File: src/verilog/flash_spi_regs.svh
// constants of the serial flash front end: bit and byte counts, address fields
// assumes inclusion by bare name from the front end module only
`ifndef FLASH_SPI_REGS_SVH
`define FLASH_SPI_REGS_SVH

`define BIT_FIRST       3'h0
`define BIT_LAST        3'h7
`define ADDR_BYTE_FIRST 10'h001
`define ADDR_BYTE_LAST  10'h003
`define BYTE_CNT_MAX    10'h3FF
// command + three address bytes + 1 to 256 data bytes
`define PP_BYTES_MIN    10'h005
`define PP_BYTES_MAX    10'h104
`define SECTOR_MSB      21
`define SECTOR_LSB      16
`define PAGE_MSB        15
`define PAGE_LSB        8
`define COLUMN_MSB      7
`define COLUMN_LSB      0
`define RX_FIFO_DEPTH   32
`define RX_FIFO_WIDTH   9

`endif

File: src/verilog/flash_spi_pkg.sv
// types shared by the serial flash front end and its users
// assumes flash_spi_regs.svh holds the numeric constants
package flash_spi_pkg;

  typedef enum logic [2:0] {
    ST_UNARMED,
    ST_DESEL,
    ST_ACTIVE,
    ST_PAUSE
  } link_state_t;

  typedef struct packed {
    logic       first;
    logic [7:0] data;
  } rx_byte_t;

  typedef struct packed {
    logic       aligned;
    logic       page_fit;
    logic       overrun;
    logic [9:0] bytes;
  } frame_rpt_t;

  typedef struct packed {
    logic [5:0] sector;
    logic [7:0] page;
    logic [7:0] column;
  } flash_addr_t;

endpackage

File: src/verilog/byte_fifo.sv
// first-in first-out buffer with valid/ready on both sides and a registered output
// assumes DEPTH is a power of two and both sides share one clock
`timescale 1ns/1ns
module byte_fifo #(
  parameter int WIDTH = 9,
  parameter int DEPTH = 32
) (
  input  wire logic             clock,     // system clock
  input  wire logic             rst,       // async reset, high
  input  wire logic             in_valid,  // write request
  output logic                  in_ready,  // room for a word
  input  wire logic [WIDTH-1:0] in_data,   // write word
  output logic                  out_valid, // output word present
  input  wire logic             out_ready, // consumer takes word
  output logic      [WIDTH-1:0] out_data   // output word
);
  localparam int AW = $clog2(DEPTH);

  logic [WIDTH-1:0] mem [DEPTH];
  logic [AW-1:0]    wr_ptr, rd_ptr, next_wr_ptr, next_rd_ptr;
  logic [AW:0]      count, next_count;
  logic             next_out_valid;
  logic [WIDTH-1:0] next_out_data;
  logic             push, pop;

  always_comb begin
    // the output register is one of the DEPTH words, so a full buffer holds DEPTH in all
    in_ready       = (count + (AW+1)'(out_valid)) < (AW+1)'(DEPTH);
    push           = in_valid && in_ready;
    pop            = (count != '0) && (!out_valid || out_ready);
    next_wr_ptr    = push ? wr_ptr + 1'b1 : wr_ptr;
    next_rd_ptr    = pop ? rd_ptr + 1'b1 : rd_ptr;
    next_count     = count + (AW+1)'(push) - (AW+1)'(pop);
    next_out_valid = pop || (out_valid && !out_ready);
    next_out_data  = pop ? mem[rd_ptr] : out_data;
  end

  always_ff @(posedge clock) begin
    if (push) begin
      mem[wr_ptr] <= in_data;
    end
  end

  always_ff @(posedge clock or posedge rst) begin
    if (rst) begin
      wr_ptr    <= '0;
      rd_ptr    <= '0;
      count     <= '0;
      out_valid <= 1'b0;
      out_data  <= '0;
    end else begin
      wr_ptr    <= next_wr_ptr;
      rd_ptr    <= next_rd_ptr;
      count     <= next_count;
      out_valid <= next_out_valid;
      out_data  <= next_out_data;
    end
  end
endmodule // byte_fifo

File: src/verilog/serial_flash_spi_front_end.sv
// serial-peripheral front end of a NOR flash: framing, pause, protect freeze
// assumes every pin is asynchronous to clock; busy, tx_byte and range bits are local
`timescale 1ns/1ns
`include "flash_spi_regs.svh"

// Function
// - sample serial_in on each rising shift_timing
// - change serial_out only after falling shift_timing
// - deselected: serial_out released to high impedance
// - standby only after internal cycle finishes
// - pause keeps selection, releases output, ignores inputs
// - write protect freezes the protected range
// - modes 0 and 3, rise in, fall out
// - page program takes 1 to 256 bytes
// - 64 sectors, 256 pages, 256 bytes
// - sector is the smallest erase unit
// - pause starts and ends with clock low
// - deselect during pause resets serial logic
// - write commands need whole-byte clock count
module serial_flash_spi_front_end (
  input  wire logic                      clock,              // 100 MHz system clock
  input  wire logic                      rst,                // async reset, high
  input  wire logic                      shift_timing,       // serial clock pin
  input  wire logic                      chip_select_n,      // chip select pin, low active
  input  wire logic                      pause_n,            // pause pin, low active
  input  wire logic                      write_protect_n,    // write protect pin, low active
  input  wire logic                      serial_in,          // serial data in pin
  output logic                           serial_out,         // serial data out pin value
  output logic                           serial_out_oe_n,    // low while driving serial_out
  input  wire logic                      protect_range_bit2, // protected range, status bit 2
  input  wire logic                      protect_range_bit1, // protected range, status bit 1
  input  wire logic                      protect_range_bit0, // protected range, status bit 0
  input  wire logic                      busy,               // internal write cycle running
  input  wire logic [7:0]                tx_byte,            // next byte to shift out
  output logic                           rx_valid,           // received byte present
  input  wire logic                      rx_ready,           // consumer takes byte
  output flash_spi_pkg::rx_byte_t        rx_byte,            // received byte, first marks command
  output logic                           frame_done,         // one-cycle pulse at frame end
  output flash_spi_pkg::frame_rpt_t      frame_rpt,          // report of the last frame
  output flash_spi_pkg::flash_addr_t     addr,               // address of the current frame
  output logic                           standby,            // deselected and idle
  output logic [2:0]                     protect_range,      // effective protected range
  output logic                           protect_frozen      // range held by write protect
);
  // ****************************************************************
  // pin synchronisers
  // ****************************************************************
  logic [4:0] sync1, sync2;
  logic       sck_prev, cs_prev;
  logic       sck_s, cs_s, pause_s, wp_s, si_s;
  logic       sck_rise, sck_fall, cs_fall, cs_rise;

  always_ff @(posedge clock or posedge rst) begin
    if (rst) begin
      sync1    <= '0;
      sync2    <= '0;
      sck_prev <= 1'b0;
      cs_prev  <= 1'b0;
    end else begin
      sync1    <= {shift_timing, chip_select_n, pause_n, write_protect_n, serial_in};
      sync2    <= sync1;
      sck_prev <= sync2[4];
      cs_prev  <= sync2[3];
    end
  end

  // edges come from the second stage only; either idle clock level works
  always_comb begin
    {sck_s, cs_s, pause_s, wp_s, si_s} = sync2;
    sck_rise = sck_s && !sck_prev;
    sck_fall = !sck_s && sck_prev;
    cs_fall  = !cs_s && cs_prev;
    cs_rise  = cs_s && !cs_prev;
  end

  // ****************************************************************
  // framing, shifting and pause control
  // ****************************************************************
  flash_spi_pkg::link_state_t  state, next_state;
  logic [2:0]                  bit_cnt, next_bit_cnt;
  logic [7:0]                  shreg, next_shreg, new_byte;
  logic [7:0]                  tx_shift, next_tx_shift;
  logic [9:0]                  byte_cnt, next_byte_cnt;
  logic [23:0]                 addr_sh, next_addr_sh;
  logic                        next_serial_out, next_oe_n, next_standby;
  logic                        push, next_push, overrun, next_overrun;
  flash_spi_pkg::rx_byte_t     push_data, next_push_data;
  logic                        next_frame_done;
  flash_spi_pkg::frame_rpt_t   next_frame_rpt;
  flash_spi_pkg::flash_addr_t  next_addr;
  logic                        fifo_in_ready;

  always_comb begin
    next_state      = state;
    next_bit_cnt    = bit_cnt;
    next_shreg      = shreg;
    next_tx_shift   = tx_shift;
    next_byte_cnt   = byte_cnt;
    next_addr_sh    = addr_sh;
    next_serial_out = serial_out;
    next_push       = 1'b0;
    next_push_data  = push_data;
    next_overrun    = overrun || (push && !fifo_in_ready);
    next_frame_done = 1'b0;
    next_frame_rpt  = frame_rpt;
    next_addr       = addr;
    new_byte        = {shreg[6:0], si_s};
    unique case (state)
      flash_spi_pkg::ST_UNARMED, flash_spi_pkg::ST_DESEL: begin
        // a select while pause is low is not a frame; the master must raise it first
        if (cs_fall) begin
          next_state    = pause_s ? flash_spi_pkg::ST_ACTIVE : flash_spi_pkg::ST_DESEL;
          next_bit_cnt  = `BIT_FIRST;
          next_byte_cnt = '0;
          next_overrun  = push && !fifo_in_ready;
          next_tx_shift = tx_byte;
        end
      end
      flash_spi_pkg::ST_ACTIVE: begin
        if (cs_s) begin
          next_state             = flash_spi_pkg::ST_DESEL;
          next_frame_done        = 1'b1;
          next_frame_rpt.aligned = (bit_cnt == `BIT_FIRST);
          next_frame_rpt.page_fit = (bit_cnt == `BIT_FIRST) && (byte_cnt >= `PP_BYTES_MIN)
                                    && (byte_cnt <= `PP_BYTES_MAX);
          next_frame_rpt.overrun = next_overrun;
          next_frame_rpt.bytes   = byte_cnt;
        end else begin
          if (sck_rise) begin
            next_shreg   = new_byte;
            next_bit_cnt = bit_cnt + 3'h1;
            if (bit_cnt == `BIT_LAST) begin
              next_push      = 1'b1;
              next_push_data = '{first: (byte_cnt == '0), data: new_byte};
              next_tx_shift  = tx_byte;
              if (byte_cnt != `BYTE_CNT_MAX) begin
                next_byte_cnt = byte_cnt + 10'h001;
              end
              if (byte_cnt >= `ADDR_BYTE_FIRST && byte_cnt <= `ADDR_BYTE_LAST) begin
                next_addr_sh = {addr_sh[15:0], new_byte};
              end
              if (byte_cnt == `ADDR_BYTE_LAST) begin
                // sector is the coarsest field; no erase unit below it exists
                next_addr.sector = next_addr_sh[`SECTOR_MSB:`SECTOR_LSB];
                next_addr.page   = next_addr_sh[`PAGE_MSB:`PAGE_LSB];
                next_addr.column = next_addr_sh[`COLUMN_MSB:`COLUMN_LSB];
              end
            end
          end
          if (sck_fall) begin
            next_serial_out = tx_shift[7];
            next_tx_shift   = {tx_shift[6:0], 1'b0};
          end
          if (!pause_s && !sck_s) begin
            next_state = flash_spi_pkg::ST_PAUSE;
          end
        end
      end
      flash_spi_pkg::ST_PAUSE: begin
        // clock and data are ignored here; a deselect drops the partial frame
        if (cs_s) begin
          next_state    = flash_spi_pkg::ST_DESEL;
          next_bit_cnt  = `BIT_FIRST;
          next_byte_cnt = '0;
        end else if (pause_s && !sck_s) begin
          next_state = flash_spi_pkg::ST_ACTIVE;
        end
      end
    endcase
    next_oe_n    = (next_state != flash_spi_pkg::ST_ACTIVE);
    next_standby = (next_state == flash_spi_pkg::ST_UNARMED || next_state == flash_spi_pkg::ST_DESEL)
                   && !busy;
  end

  always_ff @(posedge clock or posedge rst) begin
    if (rst) begin
      state           <= flash_spi_pkg::ST_UNARMED;
      bit_cnt         <= `BIT_FIRST;
      shreg           <= '0;
      tx_shift        <= '0;
      byte_cnt        <= '0;
      addr_sh         <= '0;
      serial_out      <= 1'b0;
      serial_out_oe_n <= 1'b1;
      standby         <= 1'b0;
      push            <= 1'b0;
      push_data       <= '0;
      overrun         <= 1'b0;
      frame_done      <= 1'b0;
      frame_rpt       <= '0;
      addr            <= '0;
    end else begin
      state           <= next_state;
      bit_cnt         <= next_bit_cnt;
      shreg           <= next_shreg;
      tx_shift        <= next_tx_shift;
      byte_cnt        <= next_byte_cnt;
      addr_sh         <= next_addr_sh;
      serial_out      <= next_serial_out;
      serial_out_oe_n <= next_oe_n;
      standby         <= next_standby;
      push            <= next_push;
      push_data       <= next_push_data;
      overrun         <= next_overrun;
      frame_done      <= next_frame_done;
      frame_rpt       <= next_frame_rpt;
      addr            <= next_addr;
    end
  end

  // ****************************************************************
  // protected range freeze
  // ****************************************************************
  logic [2:0] next_protect_range;
  logic       next_protect_frozen;

  // range follows the status bits only while protect is released
  always_comb begin
    next_protect_frozen = !wp_s;
    next_protect_range  = wp_s ? {protect_range_bit2, protect_range_bit1, protect_range_bit0}
                               : protect_range;
  end

  always_ff @(posedge clock or posedge rst) begin
    if (rst) begin
      protect_range  <= '0;
      protect_frozen <= 1'b0;
    end else begin
      protect_range  <= next_protect_range;
      protect_frozen <= next_protect_frozen;
    end
  end

  // ****************************************************************
  // receive buffer
  // ****************************************************************
  // the serial side cannot stall, so a full buffer marks the frame overrun
  byte_fifo #(
    .WIDTH (`RX_FIFO_WIDTH),
    .DEPTH (`RX_FIFO_DEPTH)
  ) rx_fifo (
    .clock     (clock),
    .rst       (rst),
    .in_valid  (push),
    .in_ready  (fifo_in_ready),
    .in_data   (push_data),
    .out_valid (rx_valid),
    .out_ready (rx_ready),
    .out_data  (rx_byte)
  );
endmodule // serial_flash_spi_front_end

File: config.mk
export PLATFORM = sky130hd
export DESIGN_NAME = serial_flash_spi_front_end
export DESIGN_NICKNAME = d
export VERILOG_FILES = /design/src/verilog/flash_spi_pkg.sv /design/src/verilog/byte_fifo.sv /design/src/verilog/serial_flash_spi_front_end.sv
export VERILOG_INCLUDE_DIRS = /design/src /design/src/verilog
export SDC_FILE = /design/constraint.sdc
export NUM_CORES = 1
export LEC_CHECK = 0
export BUFFER_PORTS_ARGS = -buffer_cell sky130_fd_sc_hd__buf_2
export CORE_MARGIN = 3
export CORE_UTILIZATION = 40
export DETAILED_ROUTE_END_ITERATION = 8
export PLACE_DENSITY = 0.62
export SETUP_SLACK_MARGIN = 0.2
export SLEW_MARGIN = 20
export SYNTH_ARGS = -nofsm -noshare
export SYNTH_HDL_FRONTEND = slang
export SYNTH_SLANG_ARGS = --single-unit
File: constraint.sdc
create_clock -name clock -period 5.65 [get_ports clock]
set_input_delay 1.13 -clock clock [delete_from_list [all_inputs] [get_ports clock]]
set_output_delay 1.13 -clock clock [all_outputs]
set_load 0.02 [all_outputs]
==> impl_metrics.toml <==
[sta]
worst_pin_slew_ps = 1044
hold_violations = 0
maxSlewViolCount = 0
setup_viol = 0
fin_crit_sh = 0.5529
clock_skew_ps = 20.84
rsz0062_at_grt = "no"
fmax_mhz = 320.1
relSlewSlack = 0.3008
min_period_ps = 3124
final.setup.tns_ps = 0

[cts]
cts.repair.resized = 0
cts_buffer_depth = 3
clkTransAtPathRegs_ps = 60
cts_buffers = 45
cts_setup_buffers = 0
ctsHoldBuffers = 0
cts_max_level = 2
root_buffer = "clkbuf_16"
numClockSinks = 433
tritoncts = "yes"
clk_latency_ps = 570

[layout]
multi_input_area_um2 = 4954
regArea_um2 = 12300
n_fill_cell = 3817
area.growth.synth_to_final_pct = 13.49
finalNetCount = 1239
design_area_um2 = 20030
drive_gt1_frac = 0.2172
insertedDiodeCount = 0

[placed_design]
dp_hpwl_um = 22500
io_buffers = 72
placed_area_um2 = 18540
gp_congestion = 0.8109

[drt]
wl_um = 37070
dr.pass1.iters = 5
drc_errors = 0
met3_length_um = 1932
via_per_inst = 5.400
wl_met1_um = 16760
met2_wirelength_um = 17450
drt_iter0_drc = 637
routed-via-count = 9796
routedWlPerCell_um = 20.44
top_layer = "met4"
ant_nets = 0

[die]
coreArea_um2 = 43360
fp-row-count = 76
start_util = 0.4069
die_w_um = 216.0
die_h_um = 216.0
num_io_pins = 73
dieArea_um2 = 46670

[yosys]
synth_cells = 1125
yosysSeqAreaShare = 0.6958
synth-edff-count = 288
yosys_warnings = 0
yosys.area.top_type = "edfxtp_1"
synth_area_um2 = 17650
yosysMostFrequentCell = "edfxtp_1"
syn_avg_cell_area_um2 = 15.69
syn_nets = 1170
synth_ff_type = "edfxtp_1"
yosysUniqueCellTypes = 63
ys_ff_latch = 433
netlist.area_leader.share = 0.4901
async_flop_share = 0.3349
synth_area_leaders = "edfxtp_1 49%, dfrtp_1 20%, mux4_2 5.7%"
synth_common_cells = "288 x edfxtp_1, 144 x dfrtp_1, 84 x mux2i_1"

[grt]
grt_use_total = 0.1619
overflow = 0
grt_max_degree = 96
antenna_found_initial = 0
grt_pass1_wl_um = 59230
first_global_vias = 10100

[worst_setup_path]
slowest_delay_ps = 850
cp.arrival_ps = 3310
path_class = "reg -> reg"
setup.worst_path.start_class = "register"
reg2regPathDepth = 5
cp_slowest_cell = "nor2_1"
required_ps = 5830
end_kind = "register"
cp_cell_sequence = "ha_1 -> nand4_1 -> xnor2_1 -> nand3_1 -> nor2_1"
cp_max_fo = 9

[pwr]
powerDensity_nw_per_um2 = 388.8
vdd.ir_drop.worst_mv = 0.1994
leakagePower_nw = 8.078

[worst_hold_path]
hold_class = "reg -> reg"
hold_depth = 0

[job]
maxCapViolCount = 0

[status]
status = "completed"
[per-layer routing]
metal  GRT usage  vias to the layer above
met5           0                        -
met4     0.05187                        0
met3     0.02689                       62
met2      0.2595                      264
met1      0.2280                     5029
li1            -                     4441
[cell type report]
cell class                      instances  area share
Clock inverter                         21     0.01356
Timing Repair Buffer                   83     0.02212
Tap cell                              585     0.03655
Multi-Input combinational cell        598      0.2474
Inverter                               33    0.006435
Sequential cell                       433      0.6141
Clock buffer                           61     0.05992
[final timing paths]
check / slack, ps / to / from
max: 2530 / rx_fifo.mem[11][5] / rx_fifo.count[1]
max in group asynchronous: 3680 / addr[9] / rst
min in group asynchronous: 750 / tx_shift[0] / rst
min: 350 / sync2[1] / sync1[1]
max reg2reg: 2530 / rx_fifo.mem[11][5] / rx_fifo.count[1]
min reg2reg: 350 / sync2[1] / sync1[1]
[cells by family (layout without fill, tap and decap cells)]
logic type               after synthesis  count (layout)  synth area share
AND/OR/NAND/NOR                      221             221           0.06134
multiplexers                         169             169            0.1306
flip-flops                           433             433            0.6958
buffers and inverters                 94             198           0.02382
AO/OA/AOI/OAI                        171             171           0.06431
XOR/XNOR                              12              12          0.005957
adder cells (fa/ha/maj)               25              25           0.01815
[placed cells by master (no fill, tap or decap), types with 14 or more instances in the layout]
master | netlist | routed
inv_1 | 33 | 32
a31oi_1 | 31 | 31
o22ai_1 | 17 | 17
nand3_1 | 35 | 35
ha_1 | 24 | 24
a21oi_1 | 35 | 35
o21ai_0 | 36 | 36
nand2_1 | 65 | 65
edfxtp_1 | 288 | 288
mux2i_1 | 84 | 84
mux2_2 | 38 | 38
buf_2 | 26 | 72
clkbuf_16 | 0 | 45
nor2_1 | 61 | 61
mux4_2 | 45 | 45
dfrtp_1 | 144 | 133
clkbuf_1 | 26 | 14
[flip-flops by register name (all words and copies together) (netlist names), 6 cells and up]
register	count
byte_cnt	10
frame_rpt	13
addr_sh	22
rx_fifo.count	6
addr	22
push_data	9
rx_fifo.mem	288
tx_shift	8
rx_fifo.out_data	9
shreg	7
[where the power goes]
group | internal (W) | total (W) | switching, W
Combinational | 0.000500 | 0.00109 | 0.000592
Clock | 0.00177 | 0.00298 | 0.00121
Sequential | 0.00347 | 0.00372 | 0.000249
Total | 0.00574 | 0.00779 | 0.00205
[worst max-delay path: cells and delay by family (launching register included)]
family / cells / cell delay [ps]
xor gates and xnor gates: 1 / 640
and+or+nand+nor: 3 / 1540
adders and majority gates: 1 / 170
DFF: 1 / 390
[per-stage QoR]
| stage | utilization | total power [W] | hold slack [ps] | std cells | setup slack [ps] |
|---|---|---|---|---|---|
| CTS | 0.4616 | 0.007904 | 346.0 | 1814 | 2513 |
| detailed placement | 0.4277 | 0.004895 | 335.5 | 1732 | 2528 |
| global placement | 0.4276 | 0.004885 | 335.2 | 1732 | 2526 |
| global route | 0.4618 | 0.008119 | 345.9 | 1814 | 2283 |
| finish | 0.4618 | 0.007787 | 346.1 | 1814 | 2526 |
| floorplan | - | 0.004573 | 331.2 | 1125 | 627.0 |
Note: power is estimated with default switching activity, not from simulation.
